## config.mk

```make
export PLATFORM = sky130hd
export DESIGN_NAME = uhp_cfg_bank
export DESIGN_NICKNAME = d
export VERILOG_FILES = /design/src/uhp_pkg.sv /design/src/uhp_pm_if.sv /design/src/uhp_pm_event.sv /design/src/uhp_cfg_bank.sv
export VERILOG_INCLUDE_DIRS = /design/src
export SDC_FILE = /design/constraint.sdc
export NUM_CORES = 1
export LEC_CHECK = 0
export ABC_CLOCK_PERIOD_IN_PS = 1700
export BUFFER_PORTS_ARGS = -buffer_cell sky130_fd_sc_hd__buf_2
export CAP_MARGIN = 20
export CORE_ASPECT_RATIO = 0.5
export CORE_MARGIN = 4
export CORE_UTILIZATION = 40
export CTS_CLUSTER_SIZE = 14
export DETAILED_ROUTE_END_ITERATION = 6
export PLACE_DENSITY = 0.79
export SYNTH_ARGS = -nofsm -noshare
export SYNTH_HDL_FRONTEND = slang
export SYNTH_SLANG_ARGS = --single-unit
```

## constraint.sdc

```tcl
create_clock -name clk_in -period 1.7 [get_ports clk_in]
set_input_delay 0.17 -clock clk_in [delete_from_list [all_inputs] [get_ports clk_in]]
set_output_delay 0.17 -clock clk_in [all_outputs]
set_load 0.05 [all_outputs]
```

## src/uhp_regs.svh

```systemverilog
// register offsets, field positions and reset values of the pm/extension bank
`ifndef UHP_REGS_SVH
`define UHP_REGS_SVH

// ****************************************
// configuration dword offsets
// ****************************************
`define UHP_OFS_PMC 8'h40
`define UHP_OFS_PWR_CS 8'h44
`define UHP_OFS_EXT_ONE 8'hE0

// ****************************************
// power-management control/status fields
// ****************************************
`define UHP_PS_LSB 0
`define UHP_PS_MSB 1
`define UHP_EVT_EN_BIT 8
`define UHP_EVT_FLAG_BIT 15
`define UHP_PWR_CS_WR_MASK 16'h0103
`define UHP_PWR_CS_RST 16'h0000

// ****************************************
// power-management capability fields
// ****************************************
`define UHP_PMC_FIXED 16'h7E02
`define UHP_PMC_AUX_LSB 6
`define UHP_PMC_AUX_MSB 8
`define UHP_PMC_D3C_BIT 15
`define UHP_PMC_HALF_LSB 16
`define UHP_AUX_RST 3'h0

// ****************************************
// extension register fields
// ****************************************
`define UHP_EXT_ONE_RST 32'h6CB0_3305
`define UHP_EXT_ONE_WR_MASK 32'hFF7F_FFFF
`define UHP_EXT_ONE_FIXED1 32'h0080_0000
`define UHP_FIXED1_BIT 23
`define UHP_PORTN_MSB 2
`define UHP_LEGC_BIT 3
`define UHP_UNLOCK_BIT 7
`define UHP_PPC_BIT 21
`define UHP_PORTN_5 3'h5
`define UHP_PORTN_4 3'h4
`define UHP_PORTN_3 3'h3
`define UHP_PORTN_2 3'h2
`define UHP_PORTS_5 5'h1F
`define UHP_PORTS_4 5'h0F
`define UHP_PORTS_3 5'h07
`define UHP_PORTS_2 5'h03
`define UHP_PORTS_0 5'h00

`endif

```

## src/uhp_pkg.sv

```systemverilog
// types shared by the pm/extension bank
package uhp_pkg;
  // power states in their register encoding order
  typedef enum logic [1:0] {
    UHP_D0,
    UHP_D1,
    UHP_D2,
    UHP_D3HOT
  } uhp_pstate_type;
endpackage

```

## src/uhp_pm_if.sv

```systemverilog
// carrier between the config decoder and the power-event unit
`timescale 1ns/1ps
interface uhp_pm_if;
  logic wr;
  logic [15:0] wdata;
  logic [1:0] be;
  logic d3cold_sup;
  logic [15:0] rd_val;
  modport ctrl (output wr, output wdata, output be, output d3cold_sup, input rd_val);
  modport pm (input wr, input wdata, input be, input d3cold_sup, output rd_val);
endinterface

```

## src/uhp_pm_event.sv

```systemverilog
// power state, event enable and sticky event flag
`timescale 1ns/1ps
`include "uhp_regs.svh"
module uhp_pm_event
  import uhp_pkg::*;
(
  // clock and resets
  input wire logic clk_in,
  input wire logic rstn_in,
  input wire logic auxrstn_in,
  // register access
  uhp_pm_if.pm pm,
  // core side
  input wire logic resume_detected_in,
  output uhp_pstate_type pstate_out,
  output logic power_event_out
);

  uhp_pstate_type pstate_reg;
  logic power_event_enable_reg;
  logic power_event_flag_reg;
  logic resume_seen_reg;
  logic resume_rise;

  // power state is plain config state, reset to d0
  always_ff @(posedge clk_in or negedge rstn_in) begin
    if (!rstn_in) begin
      pstate_reg <= UHP_D0;
    end else if (pm.wr && pm.be[0]) begin
      pstate_reg <= uhp_pstate_type'(pm.wdata[`UHP_PS_MSB:`UHP_PS_LSB]);
    end
  end

  // edge of the resume status so a held level sets the flag only once
  always_ff @(posedge clk_in or negedge rstn_in) begin
    if (!rstn_in) begin
      resume_seen_reg <= 1'b0;
    end else begin
      resume_seen_reg <= resume_detected_in;
    end
  end
  assign resume_rise = resume_detected_in && !resume_seen_reg;

  // enable: kept over function reset only when d3cold events are supported
  always_ff @(posedge clk_in or negedge auxrstn_in) begin
    if (!auxrstn_in) begin
      power_event_enable_reg <= 1'b0;
    end else if (!rstn_in && !pm.d3cold_sup) begin
      power_event_enable_reg <= 1'b0;
    end else if (pm.wr && pm.be[1]) begin
      power_event_enable_reg <= pm.wdata[`UHP_EVT_EN_BIT];
    end
  end

  // flag: set by resume regardless of enable; set beats write-one clear
  always_ff @(posedge clk_in or negedge auxrstn_in) begin
    if (!auxrstn_in) begin
      power_event_flag_reg <= 1'b0;
    end else if (!rstn_in && !pm.d3cold_sup) begin
      power_event_flag_reg <= 1'b0;
    end else if (resume_rise) begin
      power_event_flag_reg <= 1'b1;
    end else if (pm.wr && pm.be[1] && pm.wdata[`UHP_EVT_FLAG_BIT]) begin
      power_event_flag_reg <= 1'b0;
    end
  end

  // event pin from flops only, so it works in every d-state
  assign power_event_out = power_event_enable_reg && power_event_flag_reg;
  assign pstate_out = pstate_reg;

  // data select/scale and reserved bits read zero
  always_comb begin
    pm.rd_val = `UHP_PWR_CS_RST;
    pm.rd_val[`UHP_PS_MSB:`UHP_PS_LSB] = pstate_reg;
    pm.rd_val[`UHP_EVT_EN_BIT] = power_event_enable_reg;
    pm.rd_val[`UHP_EVT_FLAG_BIT] = power_event_flag_reg;
  end

  // ****************************************
  // checks
  // ****************************************
  property p_resume_sets_flag;
    @(posedge clk_in) disable iff (!rstn_in || !auxrstn_in)
      resume_rise |=> power_event_flag_reg;
  endproperty
  a_resume_sets_flag: assert property (p_resume_sets_flag) else $error("flag not set");

  property p_w1c_clears;
    @(posedge clk_in) disable iff (!rstn_in || !auxrstn_in)
      (pm.wr && pm.be[1] && pm.wdata[`UHP_EVT_FLAG_BIT] && !resume_rise) |=> !power_event_flag_reg;
  endproperty
  a_w1c_clears: assert property (p_w1c_clears) else $error("flag not cleared");

  // a resume in the same cycle may set the flag, so it is left out here
  property p_w0_keeps;
    @(posedge clk_in) disable iff (!rstn_in || !auxrstn_in)
      (pm.wr && !pm.wdata[`UHP_EVT_FLAG_BIT] && !resume_rise) |=> $stable(power_event_flag_reg);
  endproperty
  a_w0_keeps: assert property (p_w0_keeps) else $error("flag changed by zero");

  property p_enable_gates;
    @(posedge clk_in) disable iff (!rstn_in || !auxrstn_in)
      (pm.wr && pm.be[1] && !pm.wdata[`UHP_EVT_EN_BIT]) |=> !power_event_out;
  endproperty
  a_enable_gates: assert property (p_enable_gates) else $error("event while disabled");

  property p_pstate_written;
    @(posedge clk_in) disable iff (!rstn_in)
      (pm.wr && pm.be[0]) |=> pstate_reg == $past(pm.wdata[`UHP_PS_MSB:`UHP_PS_LSB]);
  endproperty
  a_pstate_written: assert property (p_pstate_written) else $error("state not taken");
endmodule

```

## src/uhp_cfg_bank.sv

```systemverilog
// pm control/status and extension configuration bank of one usb host core
`timescale 1ns/1ps
`include "uhp_regs.svh"
module uhp_cfg_bank
  import uhp_pkg::*;
(
  // clock and resets
  input wire logic clk_in,
  input wire logic rstn_in,
  input wire logic auxrstn_in,
  // configuration access
  input wire logic cfg_wr_in,
  input wire logic cfg_rd_in,
  input wire logic [7:0] cfg_addr_in,
  input wire logic [3:0] cfg_be_in,
  input wire logic [31:0] cfg_wdata_in,
  output logic [31:0] cfg_rdata_out,
  output logic cfg_ack_out,
  output logic cfg_retry_out,
  // serial rom preload
  input wire logic rom_busy_in,
  input wire logic rom_ext_wr_in,
  input wire logic [31:0] rom_ext_in,
  input wire logic rom_cap_wr_in,
  input wire logic [3:0] rom_cap_in,
  // core and pins
  input wire logic resume_detected_in,
  input wire logic legacy_strap_in,
  output logic power_event_out,
  output logic suspend_out,
  output logic core_clk_en_out,
  output logic [1:0] power_state_out,
  output logic [4:0] port_enable_out,
  output logic legacy_io_space_out,
  output logic legacy_direct_out,
  output logic subsys_id_write_unlock_out,
  output logic port_power_switch_report_out
);

  uhp_pm_if pm_bus ();
  uhp_pstate_type pstate;
  logic [31:0] extension_config_one_reg;
  logic [2:0] aux_current_reg;
  logic d3cold_sup_reg;
  logic [31:0] rdata_reg;
  logic ack_reg;
  logic take;
  logic wr_take;
  logic [31:0] be_mask;
  logic unlock;
  logic [15:0] pmc_hi;

  // expand byte enables into a bit mask
  function automatic logic [31:0] lane_mask(input logic [3:0] be);
    lane_mask = {{8{be[3]}}, {8{be[2]}}, {8{be[1]}}, {8{be[0]}}};
  endfunction

  // keep bits outside the mask, take new ones inside
  function automatic logic [31:0] merge(input logic [31:0] old_v, input logic [31:0] new_v,
                                        input logic [31:0] m);
    merge = (old_v & ~m) | (new_v & m);
  endfunction

  // ****************************************
  // access acceptance
  // ****************************************
  // no access is taken while the rom preload runs; requester must retry
  assign take = (cfg_wr_in || cfg_rd_in) && !rom_busy_in;
  assign wr_take = cfg_wr_in && !rom_busy_in;
  assign cfg_retry_out = (cfg_wr_in || cfg_rd_in) && rom_busy_in;
  assign be_mask = lane_mask(cfg_be_in);
  assign unlock = extension_config_one_reg[`UHP_UNLOCK_BIT];

  // ****************************************
  // extension register
  // ****************************************
  // private fields are stored as written; keeping them legal is software's job
  always_ff @(posedge clk_in or negedge rstn_in) begin
    if (!rstn_in) begin
      extension_config_one_reg <= `UHP_EXT_ONE_RST;
    end else if (rom_ext_wr_in) begin
      // rom image never touches the unlock bit
      extension_config_one_reg <= merge(extension_config_one_reg, rom_ext_in,
                                        `UHP_EXT_ONE_WR_MASK & ~(32'h0000_0001 << `UHP_UNLOCK_BIT));
    end else if (wr_take && cfg_addr_in == `UHP_OFS_EXT_ONE) begin
      extension_config_one_reg <= merge(extension_config_one_reg, cfg_wdata_in,
                                        be_mask & `UHP_EXT_ONE_WR_MASK);
    end
  end

  // ****************************************
  // conditionally writable capability fields
  // ****************************************
  // aux current and d3cold support survive function reset, as the rom set them
  always_ff @(posedge clk_in or negedge auxrstn_in) begin
    if (!auxrstn_in) begin
      aux_current_reg <= `UHP_AUX_RST;
      d3cold_sup_reg <= 1'b0;
    end else if (rom_cap_wr_in) begin
      aux_current_reg <= rom_cap_in[2:0];
      d3cold_sup_reg <= rom_cap_in[3];
    end else if (wr_take && cfg_addr_in == `UHP_OFS_PMC && unlock) begin
      if (cfg_be_in[2] && cfg_be_in[3]) begin
        aux_current_reg <= cfg_wdata_in[`UHP_PMC_HALF_LSB + `UHP_PMC_AUX_MSB:
                                        `UHP_PMC_HALF_LSB + `UHP_PMC_AUX_LSB];
      end
      if (cfg_be_in[3]) begin
        d3cold_sup_reg <= cfg_wdata_in[`UHP_PMC_HALF_LSB + `UHP_PMC_D3C_BIT];
      end
    end
  end

  // ****************************************
  // power-event unit
  // ****************************************
  assign pm_bus.wr = wr_take && cfg_addr_in == `UHP_OFS_PWR_CS;
  assign pm_bus.wdata = cfg_wdata_in[15:0];
  assign pm_bus.be = cfg_be_in[1:0];
  assign pm_bus.d3cold_sup = d3cold_sup_reg;

  uhp_pm_event uhp_pm_event_inst (
    .clk_in(clk_in),
    .rstn_in(rstn_in),
    .auxrstn_in(auxrstn_in),
    .pm(pm_bus),
    .resume_detected_in(resume_detected_in),
    .pstate_out(pstate),
    .power_event_out(power_event_out)
  );

  // ****************************************
  // read path
  // ****************************************
  // capability upper half: fixed bits with the loaded fields laid over them
  always_comb begin
    pmc_hi = `UHP_PMC_FIXED;
    pmc_hi[`UHP_PMC_AUX_MSB:`UHP_PMC_AUX_LSB] = aux_current_reg;
    pmc_hi[`UHP_PMC_D3C_BIT] = d3cold_sup_reg;
  end

  // answer registered one cycle after the access is taken
  always_ff @(posedge clk_in or negedge rstn_in) begin
    if (!rstn_in) begin
      rdata_reg <= 32'h0000_0000;
      ack_reg <= 1'b0;
    end else begin
      ack_reg <= take;
      if (take && cfg_rd_in) begin
        case (cfg_addr_in)
          `UHP_OFS_PMC: rdata_reg <= {pmc_hi, 16'h0000};
          `UHP_OFS_PWR_CS: rdata_reg <= {16'h0000, pm_bus.rd_val};
          `UHP_OFS_EXT_ONE: rdata_reg <= extension_config_one_reg | `UHP_EXT_ONE_FIXED1;
          default: rdata_reg <= 32'h0000_0000;
        endcase
      end
    end
  end
  assign cfg_rdata_out = rdata_reg;
  assign cfg_ack_out = ack_reg;

  // ****************************************
  // decoded controls
  // ****************************************
  // any non-d0 state is global suspend with the core clock stopped
  assign suspend_out = pstate != UHP_D0;
  assign core_clk_en_out = pstate == UHP_D0;
  assign power_state_out = pstate;
  assign subsys_id_write_unlock_out = unlock;
  assign port_power_switch_report_out = extension_config_one_reg[`UHP_PPC_BIT];
  // low strap forces direct interception regardless of the mode bit
  assign legacy_io_space_out = extension_config_one_reg[`UHP_LEGC_BIT] && legacy_strap_in;
  assign legacy_direct_out = !legacy_io_space_out;

  // prohibited counts enable no port rather than guessing
  always_comb begin
    case (extension_config_one_reg[`UHP_PORTN_MSB:0])
      `UHP_PORTN_5: port_enable_out = `UHP_PORTS_5;
      `UHP_PORTN_4: port_enable_out = `UHP_PORTS_4;
      `UHP_PORTN_3: port_enable_out = `UHP_PORTS_3;
      `UHP_PORTN_2: port_enable_out = `UHP_PORTS_2;
      default: port_enable_out = `UHP_PORTS_0;
    endcase
  end

  // ****************************************
  // checks
  // ****************************************
  property p_suspend_state;
    @(posedge clk_in) disable iff (!rstn_in)
      suspend_out == (power_state_out != UHP_D0) && core_clk_en_out == !suspend_out;
  endproperty
  a_suspend_state: assert property (p_suspend_state) else $error("suspend mismatch");

  property p_strap_low;
    @(posedge clk_in) disable iff (!rstn_in)
      !legacy_strap_in |-> legacy_direct_out && !legacy_io_space_out;
  endproperty
  a_strap_low: assert property (p_strap_low) else $error("strap ignored");

  property p_locked_cap;
    @(posedge clk_in) disable iff (!rstn_in || !auxrstn_in)
      (wr_take && cfg_addr_in == `UHP_OFS_PMC && !unlock && !rom_cap_wr_in)
        |=> $stable(aux_current_reg) && $stable(d3cold_sup_reg);
  endproperty
  a_locked_cap: assert property (p_locked_cap) else $error("locked field written");

  property p_no_take_busy;
    @(posedge clk_in) disable iff (!rstn_in)
      rom_busy_in |=> !cfg_ack_out;
  endproperty
  a_no_take_busy: assert property (p_no_take_busy) else $error("access during rom load");

  property p_ext_bit23;
    @(posedge clk_in) disable iff (!rstn_in)
      (cfg_rd_in && !rom_busy_in && cfg_addr_in == `UHP_OFS_EXT_ONE)
        |=> cfg_rdata_out[`UHP_FIXED1_BIT];
  endproperty
  a_ext_bit23: assert property (p_ext_bit23) else $error("bit 23 not one");

  property p_ppc_follows;
    @(posedge clk_in) disable iff (!rstn_in)
      (wr_take && cfg_addr_in == `UHP_OFS_EXT_ONE && cfg_be_in[2] && !rom_ext_wr_in)
        |=> port_power_switch_report_out == $past(cfg_wdata_in[`UHP_PPC_BIT]);
  endproperty
  a_ppc_follows: assert property (p_ppc_follows) else $error("report not updated");
endmodule

```

==> impl_results.md, run 1 <==
- Most frequent cells in the layout: buf_2 (133), dfrtp_1 (60), a21oi_1 (34)
- Port Buffers: between 100 and 150
- Status: finished, final reports clean
- Largest net degree at the start of global routing: between 50 and 60
- Max cap viols: 0
- Number of detailed-route iterations in the first pass: 4
- Worst r2r dst: aux_current_reg[1]
- Final Hold Viols: 0
- Tmin final: about 1.6 ns
- Distinct cell type count after synthesis: 35
- VDD IR max: a little under 0.6 mV
- Worst-Margin Slew: between 0.5 and 0.6 ns
- Yosys warnings: 0
- Max FO, Critical Path: 5
- Synth Instances: 300
- Filler cells: roughly 700
- Max Freq: roughly 0.63 GHz
- Final wirelength: 9.72 mm
- Hold Crit Start: rom_ext_in[21]
- Post-DR wirelength/cell: between 15 and 20 um
- # IOs: between 100 and 150
- LEAKAGE: 2.46 nW
- PD cells: ~980 mW/mm^2
- Hold Crit Class: in -> reg
- Number of CTS-inserted buffers: 9
- Min Hold Slack: 0.0680 ns
- Flops & latches, synth: 73
- CTS root buf: clkbuf_16
- Initial antenna violation count: 0
- Die width: about 140 um
- Die Ht: roughly 73 um
- Total die area: a little over 0.01 sq mm
- WHS Path Cells: 2
- Site row count: 23
- H-tree Lvls: 3
- P&R area growth vs syn: 40.1%
- Yosys top cell by area: dfrtp_1
- Synth top area cells: dfrtp_1 (45%), dfstp_2 (9.3%), mux2_2 (8.3%)
- Tcrit/Tclk final: a little over nine tenths
- Final nets: approximately 550
- Postcts setup bufs: 0
- Initial DRC Count: ~190
- Worst flop-to-flop path startpoint: extension_config_one_reg[7]
- Total track usage: between 10% and 20%
- Setup ws final: 0.101 ns
- Mean Syn Cell Area: about 11 sq um
- Crit Path Class: reg -> out
- Initial Util: around two fifths
- Clk sink count: 73
- Ant. Diodes: 0
- Core area: around 0.0081 sq mm
- Grt total ovfl: 0
- FF-to-FF setup slack: 0.16 ns
- CP Launch Type: flip-flop
- Sequential fraction of the synthesis area: a little over half
- RSZ-0062 raised after global routing: false
- Setup violations, final: 0
- Critical path capture point type: output port
- Dpl ws: -0.165 ns
- Final Skew: ~0.0039 ns
- DRC: 0
- Vias: a little under 3000
- Normalized max-slew margin: between 60% and 70%
- First-pass GRT wire length: around 15 mm
- Post-route ant nets: 0
- Fin Setup TNS: 0 ns
- Most common cell after layout, fill and taps aside: buf_2
- TritonCTS clock tree: done
- Worst Reg2Reg Path Length in Cells: 4
- Clock-pin slew on the worst setup and hold paths: 0.06 ns
- Yosys top cell area share: 45.1%
- Post-DR vias/cell: 5.13
- Layout cells sized above 1: between 40% and 50%
- Mapped cell area: between 0.003 and 0.004 sq mm
- Vias in the first global route: roughly 3100
- Arrival time worst endpoint: around 1.4 ns
- Worst-Skew Late Latency: 0.33 ns
- WP data required: 1.53 ns
- Routability cong.: 0.782
- CTS max path bufs: 2
- Syn_nets: 390
- Max Slew Vio Count: 0
- Dpl hpwl: approximately 7.2 mm
[routing by layer]
| metal | routed length, um | part of all wire, % | vias up | GRT usage (%) |
|---|---|---|---|---|
| met1 | 4080 | 42 | 1440 | 23.2 |
| met3 | 330 | 3.4 | 20 | 4.52 |
| met4 | 226 | 2.3 | 0 | 7.89 |
| met2 | 5080 | 52 | 65 | 34.9 |
| li1 | - | - | 1410 | - |
| met5 | 0 | 0 | - | 0 |
[cells in the mapped netlist]
master,number
o21bai_1,1
and3b_1,3
or2_2,1
clkbuf_1,13
dfstp_2,12
nand3_1,5
and4b_1,2
nor2_1,5
a21oi_1,34
nor2b_1,26
nor4_2,1
nand4_1,1
a221o_1,8
buf_4,1
mux2_2,25
and3_1,3
a21bo_2,1
a22o_1,31
nand2_1,26
and2_1,3
nand2b_1,2
a31o_2,1
inv_1,4
a31oi_1,15
nand3b_1,1
nor3b_1,1
xor2_1,1
buf_2,5
nor3_4,2
nand4b_1,1
clkbuf_2,1
nor3_1,1
or4_4,1
nor4b_2,1
dfrtp_1,61
[area by class of cell]
cell class | instances | area [sq um] | share of cell area, %
clock buffers | 11 | 243 | 5.11
clock inverters | 5 | 103 | 2.16
inverters | 4 | 15.0 | 0.316
multi-input cells | 203 | 1460 | 30.8
flip-flops and latches | 73 | 1840 | 38.8
well taps | 112 | 140 | 2.95
repair buffers | 164 | 943 | 19.9
[logic make-up after synthesis]
logic type	after synthesis	synth area share [%]
compound gates	91	18.9
simple gates	86	15.1
flops	73	54.4
mux	25	8.31
buf+inv	24	2.99
xor+xnor	1	0.259
[stage by stage]
stage	total power [mW]	cell area (sq um)	util, %	std cells
after floorplan	2.23	3400	-	300
after global placement	2.46	4370	53.8	553
after detailed placement	2.48	4370	53.8	553
after CTS	4.67	4740	58.4	572
after global routing	4.80	4750	58.5	572
final	4.63	4750	58.5	572
[power by group]
group	switching, mW	leakage (nW)	internal (mW)
registers	0.0556	0.914	1.84
logic	0.320	1.38	0.238
clock network	0.702	0.166	1.47
[how the worst max path moves through the flow]
stage,slack [ns],cells past startpoint,to
2_1_floorplan,-0.05,2,port_enable_out[2]
3_3_place_gp,-0.14,6,flip-flop
3_5_place_dp,-0.16,6,flip-flop
4_1_cts,0.02,3,port_enable_out[2]
5_1_grt,0.02,3,port_enable_out[2]
6_report,0.10,3,port_enable_out[2]
[worst max-delay path, stage by stage, from the launching register on]
cell and delay [ns]:
dfstp_2 0.58, nor2b_2 0.18, o21bai_1 0.12, buf_4 0.22
[what timing repair did]
| item | 4_1_cts | 5_1_grt |
|---|---|---|
| resized for setup | 0 | 4 |
| endpoints found under the hold margin | 16 | 0 |
| setup endpoints to repair | 0 | 2 |
| hold buffers | 3 | 0 |
No activity file was read; power rests on OpenSTA's default activity.
==> inputs of run 2 (changes only) <==
--- a/config.mk
+++ b/config.mk
@@ -15,6 +15,7 @@
 export CTS_CLUSTER_SIZE = 14
 export DETAILED_ROUTE_END_ITERATION = 6
 export PLACE_DENSITY = 0.79
+export RECOVER_POWER = 100
 export SYNTH_ARGS = -nofsm -noshare
 export SYNTH_HDL_FRONTEND = slang
 export SYNTH_SLANG_ARGS = --single-unit
==> run 2 against run 1 <==
  * Power fell by 0.39%
  * Wire length up 0.20%
  * Combinational power shrank 3%
  * Sequential cell count did not move
  * Sequential share of layout area grew 1.0 points
  * Largest cell class unchanged
==> impl_results.md, run 2 (same netlist as run 1, synthesis figures left out) <==
- Status: finished, final reports clean
- Final nets: around 550
- TritonCTS clock tree: done
- Ant. Diodes: 0
- P&R area growth vs syn: 36.6%
- Normalized max-slew margin: between 40% and 50%
- Tcrit/Tclk final: between 90% and 100%
- Comb pwr share: roughly an eighth
- Number of detailed-route iterations in the first pass: 4
- CP Launch Type: flip-flop
- CTS max path bufs: 2
- Critical path capture point type: output port
- DRC: 0
- Part of the power in registers: 41.2%
- Crit Path Class: reg -> out
- Most common cell after layout, fill and taps aside: buf_2
- Switching pwr: roughly 1.1 mW
- Layout cells sized above 1: between 30% and 40%
- Core area: roughly 0.008 sq mm
- Max cap viols: 0
- Largest net degree at the start of global routing: 56
- Vias in the first global route: 3097
- Initial DRC Count: 215
- Post-DR wirelength/cell: about 17 um
- Clk sink count: 73
- # IOs: between 100 and 150
- Post-DR vias/cell: about 5.2
- Hold Crit Class: in -> reg
- First-pass GRT wire length: around 15 mm
- RSZ-0062 raised after global routing: false
- Postcts setup bufs: 0
- H-tree Lvls: 3
- Dpl ws: -0.165 ns
- Final Skew: 0.00276 ns
- Clock-pin slew on the worst setup and hold paths: approximately 0.060 ns
- Filler cells: 740
- PD cells: around 1000 mW/mm^2
- Setup ws final: about 0.094 ns
- Initial antenna violation count: 0
- Grt total ovfl: 0
- Worst-Skew Late Latency: between 0.3 and 0.4 ns
- Worst-Margin Slew: 0.779 ns
- CTS root buf: clkbuf_16
- Final wirelength: roughly 10 mm
- Initial Util: between 40% and 50%
- Setup violations, final: 0
- Die width: approximately 140 um
- Final Hold Viols: 0
- Number of CTS-inserted buffers: 9
- VDD IR max: 0.568 mV
- Total track usage: between 10% and 20%
- Max Slew Vio Count: 0
- Total die area: 0.0101 sq mm
- Clock power frac: between 40% and 50%
- Max FO, Critical Path: 5
- LEAKAGE: 2.22 nW
- Post-route ant nets: 0
- Max Freq: approximately 0.62 GHz
- Net Sw Frac: between 20 and 25%
- Arrival time worst endpoint: between 1 and 1.5 ns
- Tmin final: approximately 1.6 ns
- Total Power: around 4.6 mW
- Vias: between 2000 and 3000
- Routability cong.: 0.782
- Site row count: 23
- Internal power: around 3.5 mW
- Die Ht: 73.1 um
- Dpl hpwl: between 7 and 8 mm
- Most frequent cells in the layout: buf_2 (82), dfrtp_1 (60), clkbuf_1 (51)
- Port Buffers: about 140
- WP data required: 1.53 ns
## run 2: worst paths after layout
kind	start	end	cells after the start	slack, ns
min in group asynchronous	auxrstn_in	aux_current_reg[0]	2	0.29
worst min register to register	flip-flop	flip-flop	2	0.47
worst max-delay path	flip-flop	port_enable_out[2]	3	0.09
worst min-delay path	rom_ext_in[21]	flip-flop	2	0.07
worst max register to register	extension_config_one_reg[7]	aux_current_reg[1]	4	0.16
max in group asynchronous	rstn_in	asynchronous set/reset pin	3	0.29
## run 2: through the flow
step	instances	hold slack, ns	cell area [sq um]	TNS [ns]	utilization, %
4_1_cts	572	0.0568	4740	0	58.4
6_report	572	0.0678	4630	0	57.0
5_1_grt	572	0.0638	4630	0	57.0
2_1_floorplan	300	-0.126	3400	-0.210	-
3_5_place_dp	553	0.00837	4370	-1.30	53.8
3_3_place_gp	553	0.00685	4370	-1.04	53.8
## run 2: metal layers
| metal | up-vias | wire length (um) | GRT usage [%] |
|---|---|---|---|
| met4 | 0 | 226 | 7.89 |
| met5 | - | 0 | 0 |
| met3 | 20 | 400 | 4.52 |
| met2 | 76 | 5080 | 34.9 |
| li1 | 1413 | - | - |
| met1 | 1464 | 4030 | 23.2 |
## run 2: power groups by stage
stage	clock [mW]	combinational, mW	sequential, mW
2_1_floorplan	0	0.290	1.94
3_3_place_gp	0	0.537	1.92
3_5_place_dp	0	0.550	1.93
4_1_cts	2.21	0.559	1.90
5_1_grt	2.28	0.594	1.91
6_report	2.17	0.543	1.90
## run 2: repair_timing
item / in CTS / in global routing
endpoints found under the hold margin: 16 / 0
hold buffers: 3 / 0
setup endpoints to repair: 0 / 2
gates resized for setup: 0 / 4
## run 2: layout make-up
cell class	count	area (sq um)	area share [%]
tap	112	140	3.03
sequential	73	1840	39.8
timing repair buffer	164	852	18.4
inverter	4	15.0	0.324
multi-input combinational	203	1430	30.9
clock inverter	5	103	2.22
clock buffer	11	243	5.25
## run 2: worst max-delay path: stages (launching register included)
cell      delay (ns)
dfstp_2         0.59
nor2b_2         0.18
o21bai_1        0.12
buf_4           0.21
